===== src/logic/dspwm_pkg.sv =====
// dspwm_pkg: register map, field positions and sizes for the dual pwm
// assumes a 32-bit axi4-lite register bus, one aligned word per register
package dspwm_pkg;
  localparam int          DUTY_W        = 8;
  localparam int          NUM_CH        = 2;
  localparam int          ADDR_W        = 4;
  // register byte addresses
  localparam logic [3:0]  CTRL_ADDR     = 4'h0;
  localparam logic [3:0]  DUTY0_ADDR    = 4'h4;
  localparam logic [3:0]  DUTY1_ADDR    = 4'h8;
  localparam logic [3:0]  PORT_ADDR     = 4'hC;
  // control register fields
  localparam int          MODE_BIT      = 7;
  localparam int          CH1_SEL_BIT   = 6;
  localparam int          CH0_SEL_BIT   = 5;
  localparam logic [7:0]  CTRL_RESET    = 8'h00;
  localparam logic [7:0]  DUTY_RESET    = 8'h00;
  // port register fields: output bits in [1:0], direction bits in [5:4]
  localparam int          PORT_DATA_LSB = 0;
  localparam int          PORT_DIR_LSB  = 4;
  localparam logic [5:0]  PORT_RESET    = 6'h30;
  // period and sub-cycle sizes
  localparam int          PERIOD_CLKS   = 256;
  localparam int          SUB4_CLKS     = 64;
  localparam int          SUB2_CLKS     = 128;
  localparam logic [1:0]  RESP_OKAY     = 2'b00;
  localparam logic [1:0]  RESP_SLVERR   = 2'b10;
endpackage : dspwm_pkg


===== src/logic/dspwm_top.sv =====
// dspwm_top: two-channel sub-cycle pwm with axi4-lite registers
// assumes one 50 MHz clock, synchronous active-low reset, pad logic outside
// Operation
// - two channels, own duty register and pin
// - system clock, 256-clock period, duty/256
// - mode bit: zero two, one four sub-cycles
// - bits 6 and 5 route channels to pins
// - four mode: 64-clock sub-cycles, coarse 7:2
// - four mode: extra clock when index below fine
// - two mode: 128-clock sub-cycles, coarse 7:1
// - two mode: extra clock when index below fine
// - hardware splits sub-cycles, software sets values
// - port bit one passes wave, zero low
// - direction one leaves pin an input
//
// Design decisions made here: the register addresses and the AXI4-Lite interface to the registers.
module dspwm_top (
  input  wire logic        aclk,
  input  wire logic        aresetn,
  input  wire logic        ce,
  input  wire logic [3:0]  s_axi_awaddr,
  input  wire logic        s_axi_awvalid,
  output logic             s_axi_awready,
  input  wire logic [31:0] s_axi_wdata,
  input  wire logic [3:0]  s_axi_wstrb,
  input  wire logic        s_axi_wvalid,
  output logic             s_axi_wready,
  output logic [1:0]       s_axi_bresp,
  output logic             s_axi_bvalid,
  input  wire logic        s_axi_bready,
  input  wire logic [3:0]  s_axi_araddr,
  input  wire logic        s_axi_arvalid,
  output logic             s_axi_arready,
  output logic [31:0]      s_axi_rdata,
  output logic [1:0]       s_axi_rresp,
  output logic             s_axi_rvalid,
  input  wire logic        s_axi_rready,
  input  wire logic [1:0]  alt_out,
  input  wire logic [1:0]  alt_oe,
  input  wire logic [1:0]  pin_in,
  output logic [1:0]       pin_out,
  output logic [1:0]       pin_oe,
  output logic [1:0]       pin_in_sync
);
  logic [7:0] ctrl_q;
  logic [7:0] duty_q [dspwm_pkg::NUM_CH];
  logic [5:0] port_q;
  logic [7:0] cnt_q;
  logic [3:0] awaddr_q;
  logic [31:0] wdata_q;
  logic [3:0] wstrb_q;
  logic       aw_have_q;
  logic       w_have_q;
  logic       wr_fire;
  logic       wr_ok;
  logic       rd_ok;
  logic [7:0] rd_byte;
  logic [1:0] wave;
  logic [1:0] pin_sel;
  logic [1:0] port_data;
  logic [1:0] port_dir;
  logic       period_start;
  logic [1:0] sync1_q;
  logic [1:0] sync2_q;
  logic [1:0] sync3_q;

  // free-running period counter; wraps every 256 clocks
  always_ff @(posedge aclk) begin
    if (!aresetn) cnt_q <= 8'h00;
    else if (ce) cnt_q <= cnt_q + 8'h01;
  end
  assign period_start = (cnt_q == 8'hFF);

  // one channel per duty register, shared mode bit
  genvar g;
  generate
    for (g = 0; g < dspwm_pkg::NUM_CH; g++) begin : g_ch
      dspwm_chan u_chan (
        .aclk         (aclk),
        .aresetn      (aresetn),
        .ce           (ce),
        .period_start (period_start),
        .cnt          (cnt_q),
        .duty_wr      (duty_q[g]),
        .mode_wr      (ctrl_q[dspwm_pkg::MODE_BIT]),
        .wave         (wave[g])
      );
    end
  endgenerate

  // pin muxing: data bit gates the wave, direction one leaves an input
  assign pin_sel   = {ctrl_q[dspwm_pkg::CH1_SEL_BIT],
                      ctrl_q[dspwm_pkg::CH0_SEL_BIT]};
  assign port_data = port_q[dspwm_pkg::PORT_DATA_LSB +: 2];
  assign port_dir  = port_q[dspwm_pkg::PORT_DIR_LSB +: 2];
  assign pin_out   = (pin_sel & wave & port_data)
                   | (~pin_sel & alt_out);
  assign pin_oe    = (pin_sel & ~port_dir) | (~pin_sel & alt_oe);

  // pin input synchroniser, three stages; change taken when 2 and 3 agree
  always_ff @(posedge aclk) begin
    if (!aresetn) begin
      sync1_q     <= 2'b00;
      sync2_q     <= 2'b00;
      sync3_q     <= 2'b00;
      pin_in_sync <= 2'b00;
    end else if (ce) begin
      sync1_q <= pin_in;
      sync2_q <= sync1_q;
      sync3_q <= sync2_q;
      pin_in_sync <= (sync2_q & sync3_q) | (pin_in_sync & (sync2_q | sync3_q));
    end
  end

  // write channel: address and data captured independently, any order
  // readies drop with ce so a frozen block never claims a transfer
  assign s_axi_awready = ce && !aw_have_q && !s_axi_bvalid;
  assign s_axi_wready  = ce && !w_have_q && !s_axi_bvalid;
  assign wr_fire = aw_have_q && w_have_q && !s_axi_bvalid;
  assign wr_ok   = (awaddr_q == dspwm_pkg::CTRL_ADDR)
                || (awaddr_q == dspwm_pkg::DUTY0_ADDR)
                || (awaddr_q == dspwm_pkg::DUTY1_ADDR)
                || (awaddr_q == dspwm_pkg::PORT_ADDR);

  always_ff @(posedge aclk) begin
    if (!aresetn) begin
      aw_have_q    <= 1'b0;
      w_have_q     <= 1'b0;
      awaddr_q     <= 4'h0;
      wdata_q      <= 32'h0000_0000;
      wstrb_q      <= 4'h0;
      s_axi_bvalid <= 1'b0;
      s_axi_bresp  <= dspwm_pkg::RESP_OKAY;
    end else if (ce) begin
      if (s_axi_awvalid && s_axi_awready) begin
        aw_have_q <= 1'b1;
        awaddr_q  <= s_axi_awaddr;
      end
      if (s_axi_wvalid && s_axi_wready) begin
        w_have_q <= 1'b1;
        wdata_q  <= s_axi_wdata;
        wstrb_q  <= s_axi_wstrb;
      end
      if (wr_fire) begin
        aw_have_q    <= 1'b0;
        w_have_q     <= 1'b0;
        s_axi_bvalid <= 1'b1;
        s_axi_bresp  <= wr_ok ? dspwm_pkg::RESP_OKAY
                              : dspwm_pkg::RESP_SLVERR;
      end else if (s_axi_bvalid && s_axi_bready) begin
        s_axi_bvalid <= 1'b0;
      end
    end
  end

  // register file; only byte lane 0 carries data
  always_ff @(posedge aclk) begin
    if (!aresetn) begin
      ctrl_q    <= dspwm_pkg::CTRL_RESET;
      duty_q[0] <= dspwm_pkg::DUTY_RESET;
      duty_q[1] <= dspwm_pkg::DUTY_RESET;
      port_q    <= dspwm_pkg::PORT_RESET;
    end else if (ce && wr_fire && wstrb_q[0]) begin
      case (awaddr_q)
        dspwm_pkg::CTRL_ADDR:  ctrl_q    <= wdata_q[7:0];
        dspwm_pkg::DUTY0_ADDR: duty_q[0] <= wdata_q[7:0];
        dspwm_pkg::DUTY1_ADDR: duty_q[1] <= wdata_q[7:0];
        dspwm_pkg::PORT_ADDR:  port_q    <= wdata_q[5:0];
        default: ;
      endcase
    end
  end

  // read decode; port register also shows live channel waves in bits 9:8
  always_comb begin
    rd_ok   = 1'b1;
    rd_byte = 8'h00;
    case (s_axi_araddr)
      dspwm_pkg::CTRL_ADDR:  rd_byte = ctrl_q;
      dspwm_pkg::DUTY0_ADDR: rd_byte = duty_q[0];
      dspwm_pkg::DUTY1_ADDR: rd_byte = duty_q[1];
      dspwm_pkg::PORT_ADDR:  rd_byte = {2'b00, port_q};
      default:               rd_ok   = 1'b0;
    endcase
  end

  assign s_axi_arready = ce && !s_axi_rvalid;

  // read answer one cycle after the address is taken
  always_ff @(posedge aclk) begin
    if (!aresetn) begin
      s_axi_rvalid <= 1'b0;
      s_axi_rdata  <= 32'h0000_0000;
      s_axi_rresp  <= dspwm_pkg::RESP_OKAY;
    end else if (ce) begin
      if (s_axi_arvalid && s_axi_arready) begin
        s_axi_rvalid <= 1'b1;
        s_axi_rdata  <= {22'h00_0000, (s_axi_araddr == dspwm_pkg::PORT_ADDR)
                         ? wave : 2'b00, rd_byte};
        s_axi_rresp  <= rd_ok ? dspwm_pkg::RESP_OKAY
                              : dspwm_pkg::RESP_SLVERR;
      end else if (s_axi_rready) begin
        s_axi_rvalid <= 1'b0;
      end
    end
  end

  // pin driven low when selected, output, and data bit clear
  pin_low_a: assert property (
    @(posedge aclk) disable iff (!aresetn)
    (pin_sel[0] && !port_dir[0] && !port_data[0]) |-> !pin_out[0])
    else $error("pin0 not forced low");

  // selected input pin is not driven
  pin_input_a: assert property (
    @(posedge aclk) disable iff (!aresetn)
    (pin_sel[1] && port_dir[1]) |-> !pin_oe[1])
    else $error("pin1 driven while input");

  // counter advances by one per enabled clock
  cnt_step_a: assert property (
    @(posedge aclk) disable iff (!aresetn)
    ce ##1 aresetn |-> cnt_q == $past(cnt_q) + 8'h01)
    else $error("period counter did not step");

  // zero duty keeps the wave low after the period starts
  zero_duty_a: assert property (
    @(posedge aclk) disable iff (!aresetn)
    (ce && period_start && duty_q[0] == 8'h00) ##1 ce [*8] |-> !wave[0])
    else $error("wave high with zero duty");

  // full-scale two-mode: wave high at sub-cycle start
  start_high_a: assert property (
    @(posedge aclk) disable iff (!aresetn)
    (ce && period_start && duty_q[0] == 8'hFF
     && !ctrl_q[dspwm_pkg::MODE_BIT]) ##1 ce ##1 ce |-> wave[0])
    else $error("wave low at full duty");

  // duty one in four-mode: only the first clock of sub-cycle 0 is high
  one_high_a: assert property (
    @(posedge aclk) disable iff (!aresetn)
    (ce && period_start && duty_q[0] == 8'h01
     && ctrl_q[dspwm_pkg::MODE_BIT]) ##1 ce ##1 ce |-> wave[0])
    else $error("fine clock missing in first sub-cycle");

  one_low_a: assert property (
    @(posedge aclk) disable iff (!aresetn)
    (ce && period_start && duty_q[0] == 8'h01
     && ctrl_q[dspwm_pkg::MODE_BIT]) ##1 ce [*3] |-> !wave[0])
    else $error("wave high past the fine clock");

  // counter wraps to zero right after the period boundary
  period_wrap_a: assert property (
    @(posedge aclk) disable iff (!aresetn)
    (ce && period_start) |=> cnt_q == 8'h00)
    else $error("period counter did not wrap");

  // clock enable low freezes counter and waves
  ce_freeze_a: assert property (
    @(posedge aclk) disable iff (!aresetn)
    !ce |=> ($stable(cnt_q) && $stable(wave)))
    else $error("state moved with clock enable low");

  // bvalid follows a completed write pair by one cycle
  wr_resp_a: assert property (
    @(posedge aclk) disable iff (!aresetn)
    (ce && wr_fire) |=> s_axi_bvalid)
    else $error("write response missing");

  // no write half is taken while a response waits
  wr_busy_a: assert property (
    @(posedge aclk) disable iff (!aresetn)
    s_axi_bvalid |-> (!s_axi_awready && !s_axi_wready))
    else $error("write half taken during response");

  // read answer one cycle after the address is taken
  rd_resp_a: assert property (
    @(posedge aclk) disable iff (!aresetn)
    (ce && s_axi_arvalid && s_axi_arready) |=> s_axi_rvalid)
    else $error("read response missing");

  // no new read address while an answer waits
  rd_busy_a: assert property (
    @(posedge aclk) disable iff (!aresetn)
    s_axi_rvalid |-> !s_axi_arready)
    else $error("read address taken during answer");

  // read data stable while waiting on rready
  rd_hold_a: assert property (
    @(posedge aclk) disable iff (!aresetn)
    (s_axi_rvalid && !s_axi_rready) |=> $stable(s_axi_rdata))
    else $error("read data changed while stalled");

  // data bit one passes the channel wave to its pin
  pass0_a: assert property (
    @(posedge aclk) disable iff (!aresetn)
    (pin_sel[0] && port_data[0]) |-> pin_out[0] == wave[0])
    else $error("pin0 does not carry the wave");

  pass1_a: assert property (
    @(posedge aclk) disable iff (!aresetn)
    (pin_sel[1] && port_data[1]) |-> pin_out[1] == wave[1])
    else $error("pin1 does not carry the wave");

  // selected output pin is driven
  pin_drive_a: assert property (
    @(posedge aclk) disable iff (!aresetn)
    (pin_sel[1] && !port_dir[1]) |-> pin_oe[1])
    else $error("pin1 not driven as output");

  // filtered input follows once stages two and three agree
  sync_agree_a: assert property (
    @(posedge aclk) disable iff (!aresetn)
    (ce && sync2_q == sync3_q) |=> pin_in_sync == $past(sync2_q))
    else $error("filtered input did not follow");

  // unselected pins follow the other shared function
  alt_pass_a: assert property (
    @(posedge aclk) disable iff (!aresetn)
    !pin_sel[0] |-> (pin_out[0] == alt_out[0] && pin_oe[0] == alt_oe[0]))
    else $error("alt function not passed on pin0");

  alt_pass1_a: assert property (
    @(posedge aclk) disable iff (!aresetn)
    !pin_sel[1] |-> (pin_out[1] == alt_out[1] && pin_oe[1] == alt_oe[1]))
    else $error("alt function not passed on pin1");
endmodule : dspwm_top


===== src/logic/dspwm_chan.sv =====
// dspwm_chan: one modulator channel producing the sub-cycle waveform
// assumes a shared period counter and a period-start strobe from the top
module dspwm_chan (
  input  wire logic       aclk,
  input  wire logic       aresetn,
  input  wire logic       ce,
  input  wire logic       period_start,
  input  wire logic [7:0] cnt,
  input  wire logic [7:0] duty_wr,
  input  wire logic       mode_wr,
  output logic            wave
);
  logic [7:0] duty_q;
  logic       mode_q;
  logic [6:0] coarse;
  logic [1:0] fine;
  logic [1:0] sub_idx;
  logic [6:0] pos;
  logic [7:0] high_len;
  logic       wave_d;

  // shadow copy taken only at a period boundary, so no torn period
  always_ff @(posedge aclk) begin
    if (!aresetn) begin
      duty_q <= dspwm_pkg::DUTY_RESET;
      mode_q <= 1'b0;
    end else if (ce && period_start) begin
      duty_q <= duty_wr;
      mode_q <= mode_wr;
    end
  end

  // mode 1: 64-clock sub-cycles, coarse=duty[7:2], fine=duty[1:0]
  // mode 0: 128-clock sub-cycles, coarse=duty[7:1], fine=duty[0]
  assign coarse  = mode_q ? {1'b0, duty_q[7:2]} : duty_q[7:1];
  assign fine    = mode_q ? duty_q[1:0] : {1'b0, duty_q[0]};
  assign sub_idx = mode_q ? cnt[7:6] : {1'b0, cnt[7]};
  assign pos     = mode_q ? {1'b0, cnt[5:0]} : cnt[6:0];
  // extra clock in the first sub-cycles below the fine value
  assign high_len = {1'b0, coarse} + ((sub_idx < fine) ? 8'h01 : 8'h00);
  assign wave_d   = ({1'b0, pos} < high_len);

  // registered output keeps the pin glitch free
  always_ff @(posedge aclk) begin
    if (!aresetn) wave <= 1'b0;
    else if (ce) wave <= wave_d;
  end
endmodule : dspwm_chan


===== config.mk =====
export PLATFORM = sky130hd
export DESIGN_NAME = dspwm_top
export DESIGN_NICKNAME = d
export VERILOG_FILES = /design/src/logic/dspwm_pkg.sv /design/src/logic/dspwm_top.sv /design/src/logic/dspwm_chan.sv
export SDC_FILE = /design/constraint.sdc
export NUM_CORES = 1
export LEC_CHECK = 0
export BUFFER_PORTS_ARGS = -buffer_cell sky130_fd_sc_hd__buf_2
export CAP_MARGIN = 20
export CORE_MARGIN = 4
export CORE_UTILIZATION = 35
export CTS_CLUSTER_SIZE = 30
export DETAILED_ROUTE_END_ITERATION = 8
export PLACE_DENSITY = 0.55
export SYNTH_ARGS = -nofsm -noshare
export SYNTH_HDL_FRONTEND = slang
export SYNTH_HIERARCHICAL = 1
export SYNTH_SLANG_ARGS = --single-unit

===== constraint.sdc =====
create_clock -name aclk -period 5.29 [get_ports aclk]
set_clock_uncertainty 0.2 [all_clocks]
set_input_delay 1.058 -clock aclk [delete_from_list [all_inputs] [get_ports aclk]]
set_output_delay 1.058 -clock aclk [all_outputs]
set_load 0.005 [all_outputs]

======== Word level (Yosys, flattened, before mapping) ========
Memory sizes are Yosys's and may differ from the RTL's.
Cells that the tools add are included.
word-level totals
  RAM bits ................................ 16
  logic and storage cells ................. 122
  memories kept ........................... 1
  register bits after elaboration ......... 80
memories
  memory  words  bits a word  rd ports  clocked after memory_dff  wr ports  line             text
  duty_q  2      8            2         0                         2         dspwm_top.sv:46  logic [7:0] duty_q [dspwm_pkg::NUM_CH];
cells by class
  bitwise operators ....................... 15
  $lt $le $gt $ge ......................... 4
  equality and inequality tests ........... 7
  add/sub/neg operators ................... 3
  multiplexer cells ....................... 32
  reductions and logical operators ........ 38
operator list
  cell                                                                    count
  8-bit one-hot mux with 4 select lines                                   1
  7-bit two-way mux                                                       3
  1-bit two-way mux                                                       20
  2-bit AND reduction                                                     10
  7-bit by 8-bit adder with 8-bit output                                  2
  4-bit equality test (second input constant)                             4
  7-bit by 8-bit less-than comparator with 1-bit output                   2
  8-bit two-way mux                                                       2
  2-bit AND                                                               7
  1-bit logical AND                                                       14
  2-bit two-way mux                                                       6
  8-bit by 1-bit adder with 8-bit output (second input constant)          1
  4-bit by 3-bit equality test with 1-bit output (second input constant)  2
  8-bit equality test (second input constant)                             1
  4-bit zero test                                                         2
  2-bit OR                                                                4
  2-bit nonzero test                                                      4
  1-bit zero test                                                         4
  2-bit less-than comparator                                              2
  2-bit NOT                                                               2
  4-bit OR reduction                                                      1
  1-bit logical OR                                                        3
  1-bit OR                                                                2

======== Longest topological paths before layout ========
  depth in word-level cells ............... 8
  mapped depth ............................ 15
  mapped depth without buffers ............ 13

======== Cells and area by module ========
The synthesis kept the hierarchy.
modules (own cells, without submodules)
  module      area each (um^2)  cells each  times used
  dspwm_top   3,260.6           320         1
  dspwm_chan  818.3             99          2

======== Worst setup path after synthesis ========
No wires, ideal clock.
  kind .................................... reg-to-reg
  from .................................... register g_ch[0].u_chan.mode_q
  to ...................................... register g_ch[0].u_chan.wave
  path buffers ............................ 2
  cell stages (with the launch flop) ...... 16
  library setup time ...................... 0.074 ns
  slack ................................... 2.356 ns
  clock period less this slack ............ 2.934 ns
  data arrival time ....................... 2.660 ns
  path through ............................ dfxtp_1 buf_6 buf_2 and2_1 ha_1 a21oi_1 ha_1 nand4_1 a21oi_2 a21oi_1 a21oi_1 ha_1 a21oi_1 and3_1 o21ai_0 a31oi_1
between the ends
  longest elaborated chain between the ends .. 5
ends and longest elaborated chain
  item                                                       line                                text
  from (decl)                                                dspwm_chan.sv:14                    logic mode_q;
  from (signal assigned)                                     dspwm_chan.sv:29                    mode_q <= mode_wr;
  2-bit two-way mux, on equally long branches                dspwm_chan.sv:37, dspwm_chan.sv:36
  2-bit less-than comparator                                 dspwm_chan.sv:40                    assign high_len = {1'b0, coarse} + ((sub_idx < fine) ? 8'h01 : 8'h00);
  1-bit two-way mux                                          dspwm_chan.sv:40
  7-bit by 8-bit adder with 8-bit output                     dspwm_chan.sv:40
  7-bit by 8-bit less-than comparator with 1-bit output (*)  dspwm_chan.sv:41                    assign wave_d = ({1'b0, pos} < high_len);
  to (signal assigned)                                       dspwm_chan.sv:46                    else if (ce) wave <= wave_d;
  to (decl)                                                  dspwm_chan.sv:11                    output logic wave
Every way passes the cells marked *; elsewhere a longest branch is shown, timed or not.
A chain may end at the register's enable or synchronous reset.

======== Worst setup path after layout ========
Ends and elaborated chain as after synthesis.

==> impl_summary.log <==
[metrics] run status: complete, no violations
[metrics] class of the worst hold path: register to register
[metrics] sequential fraction of the synthesis area: 42.11%
[metrics] type of destination of the critical path: register
[metrics] initial antenna violation count: 0
[metrics] dominant register cell in the synthesized netlist: sky130_fd_sc_hd__dfxtp_1
[metrics] metal2 WL: approximately 5 mm
[metrics] Vias: 3,680
[metrics] number of inserted filler cells in the final layout: 1,360
[metrics] largest incremental delay on the critical path: 770 ps
[metrics] Final Instance Area: 5413 µm²
[metrics] remaining global-route overflow: 0
[metrics] area fraction in compound gates after synthesis: 12.77%
[metrics] Routed met3 length: 584 µm
[metrics] final hold violations: 0
[metrics] PwrDens: 268.2 nW/µm²
[metrics] number of I/O pins: approximately 110
[metrics] max layer used: met4
[metrics] detailed placement HPWL: between 7 and 8 mm
[metrics] number of resized instances in the post-cts repair step: 0
[metrics] Synth top cells by count: 79 x sky130_fd_sc_hd__dfxtp_1, 74 x sky130_fd_sc_hd__nand2_1, 35 x sky130_fd_sc_hd__nor2_1, 32 x sky130_fd_sc_hd__a21oi_1, 31 x sky130_fd_sc_hd__mux2i_1
[metrics] cells along the critical path: and2_1 > ha_1 > a21oi_1 > ha_1 > nand4_1 > a21oi_2 > a21oi_1 > a21oi_1 > ha_1 > a21oi_1 > and3_1 > o21ai_0 > a31oi_1
[metrics] height of the chip: 126.3 µm
[metrics] cell type with the highest aggregate area in the netlist: sky130_fd_sc_hd__dfxtp_1
[metrics] Synth Area per Inst: around 9.5 µm²
[metrics] total number of clock tree sinks: 95
[metrics] # nets final: 635
[metrics] largest net degree at the start of global routing: 47
[metrics] main combinational cell family by area after synthesis: simple AND/OR/NAND/NOR gates
[metrics] Peak supply drop: 0.0001435 V
[metrics] RSZ-0062 raised after global routing: false
[metrics] diode count: 0
[metrics] M1 wire length: 5.275 mm
[metrics] max-slew violation total from the final report: 0
[metrics] Final WS setup: around 1900 ps
[metrics] Num CTS Buffers: 9
[metrics] number of synthesized flops with an enable pin: 16
[metrics] number of nets still failing antenna checks after routing: 0
[metrics] clock slew seen by the registers of the worst setup and hold paths: 60 ps
[metrics] area share of the largest cell type after synthesis: approximately a third
[metrics] DP Worst Slack: 1874 ps
[metrics] post-cts hold buffer count: 0
[metrics] clock insertion delay at the later pin of the skew report: 350 ps
[metrics] total number of yosys warnings: 6
[metrics] clock tree from TritonCTS: done
[metrics] routed wire length: 10.93 mm
[metrics] Seq cells post-synth: 95
[metrics] highest fanout seen on the critical path: 19
[metrics] type of element launching the critical path: register
[metrics] area share of fa/ha/maj cells after synthesis: 4.854%
[metrics] final clock period utilization by the worst path: 65.03%
[metrics] Synth cell types: 49
[metrics] most repeated cell in the gate-level netlist after synthesis: sky130_fd_sc_hd__dfxtp_1
[metrics] final number of setup-violating endpoints: 0
[metrics] register area: ~2100 µm²
[metrics] Area contributors post-synth: sky130_fd_sc_hd__dfxtp_1 32%, sky130_fd_sc_hd__edfxtp_1 9.8%, sky130_fd_sc_hd__mux2i_1 6.3%
[metrics] Mapped Area: 4897 µm²
[metrics] slowest CP cell: sky130_fd_sc_hd__dfxtp_1
[metrics] time the final worst path needs with I/O delays and setup: 3440 ps
[metrics] Async SR Flop Fraction: 0%
[metrics] reported max-cap violation count: 0
[metrics] DR iter-0 viols: 216
[metrics] Post CTS Setup Buffer Count: 0
[metrics] Fmax achieved: 290.7 MHz
[metrics] first-pass GRT wire length: approximately 18 mm
[metrics] basic-gate share of the synthesized area counting and, or, nand and nor cells: 20.18%
[metrics] Gate Count Post-Synth: about 520
[metrics] effective utilization at floorplan: 36.40%
[metrics] Remaining DRCs: 0
[metrics] multi-input combinational cell area: 2529 µm²
[metrics] area inside the core boundary: 13,450 µm²
[metrics] total cell area at the placement stage: 5151 µm²
[metrics] fraction of layout instances using a drive strength above 1: between 10% and 20%
[metrics] post-synthesis mux area share: 10.02%
[metrics] all-layer global routing usage: 13.78%
[metrics] xor/xnor cell area share of the yosys netlist: slightly below 2%
[metrics] total of buffers placed on input and output ports: 53
[metrics] number of buffers on the longest clock path: 2
[metrics] Horiz. Die Dim: 126.3 µm
[metrics] Root Driver: sky130_fd_sc_hd__clkbuf_16
[metrics] DIE AREA: 15,950 µm²
[metrics] number of global-route vias before repair: 3,536
[metrics] 1st-pass router iterations: 4
[metrics] detail-routed via count per cell: 4.980
[metrics] worst setup path class: register to register
[metrics] remaining max-slew budget at the tightest pin: a little over 50%
[metrics] mean routed wirelength per cell: 14.79 µm
[metrics] setup tns final: 0 ps
[metrics] worst path required time: 5360 ps
[metrics] layout overhead on the synthesized area: 10.53%
[metrics] static leakage: 0.002149 µW
[metrics] worst slew pin tran: 734.9 ps
[metrics] crit path DAT: 3510 ps
[metrics] total number of H-tree levels: 3
[metrics] site row count: between 40 and 50
[metrics] GPL Wtd Cong: 0.8047
[metrics] Critical Path Most Common Cell: sky130_fd_sc_hd__a21oi_1
==> flip-flops by register name, summed over array words and instances, names as in the netlist <==
name	count
aw_have_q	1
awaddr_q	4
cnt_q	8
ctrl_q	8
duty_q	16
g_ch.u_chan/duty_q	16
g_ch.u_chan/mode_q	2
g_ch.u_chan/wave	2
pin_in_sync	2
port_q	6
s_axi_bresp	1
s_axi_bvalid	1
s_axi_rdata	10
s_axi_rresp	1
s_axi_rvalid	1
sync1_q	2
sync2_q	2
sync3_q	2
w_have_q	1
wdata_q	8
wstrb_q	1
==> per-stage QoR <==
| step | hold slack (ps) | utilization, % | instances | power [µW] |
|---|---|---|---|---|
| 6_report | 261.4 | 40.23 | 739 | 1451 |
| 4_1_cts | 262.2 | 40.23 | 739 | 1464 |
| 2_1_floorplan | 230.6 | - | 541 | 853.5 |
| 3_5_place_dp | 249.3 | 38.29 | 723 | 878.5 |
| 3_3_place_gp | 240.9 | 38.29 | 723 | 876.4 |
| 5_1_grt | 282.5 | 40.23 | 739 | 1513 |
==> layout make-up <==
class,instances,share of cell area [%]
Multi-Input combinational cell,384,46.72
Sequential cell,95,38.10
Timing Repair Buffer,58,5.594
Clock buffer,13,4.438
Tap cell,176,4.068
Inverter,10,0.6935
Clock inverter,3,0.3930
==> worst max-delay path: cells and delay by family, from the launching register on <==
family          cells  cell delay [ps]
simple gates        3              550
flops               1              770
compound gates      7             1060
fa+ha+maj           3              780
==> path summary, 6_finish.rpt <==
check,slack [ps],start,depth (start not counted),end
max,1850,g_ch[0].u_chan/mode_q$_SDFFE_PN0P_,13,g_ch[0].u_chan/wave$_SDFFE_PN0P_
min,260,ctrl_q[3]$_SDFFE_PN0P_,2,ctrl_q[3]$_SDFFE_PN0P_
max reg2reg,1850,g_ch[0].u_chan/mode_q$_SDFFE_PN0P_,13,g_ch[0].u_chan/wave$_SDFFE_PN0P_
min reg2reg,260,ctrl_q[3]$_SDFFE_PN0P_,2,ctrl_q[3]$_SDFFE_PN0P_
==> kinds of logic after synthesis <==
kind of cell               count (synthesis)
and+or+nand+nor                          194
AOI/OAI and AO/OA                         95
DFF                                       95
buffers and inverters                     62
muxes                                     41
adders and majority gates                 19
xor gates and xnor gates                  11
other                                      1
==> metal layers <==
metal / track usage (%) / vias to the layer above
li1: - / 1865
met1: 19.09 / 1693
met2: 21.13 / 110
met3: 2.752 / 12
met4: 5.489 / 0
met5: 0 / -
==> placed cells by master, fill, tap and decap left out, drive strengths merged, types with 3 or more instances in the layout <==
master,n
a211oi,4
a21boi,20
a21oi,34
a22o,8
a31oi,4
and2,13
and3,3
and4,3
buf,58
clkbuf,13
conb,24
dfxtp,79
edfxtp,16
ha,19
inv,10
mux2,4
mux2i,31
mux4,6
nand2,74
nand2b,8
nand3,30
nand4,12
nor2,36
nor2b,5
o21ai,13
xnor2,3
xor2,8
==> report_power, final <==
part	leakage (µW)	total (µW)	switching (µW)	internal [µW]
combinational	0.00122	93.8	53.9	39.9
sequential	0.000805	767	16.9	751
clock	0.000124	590	271	320
total	0.00215	1450	341	1110
No activity file was read; power rests on OpenSTA's default activity.
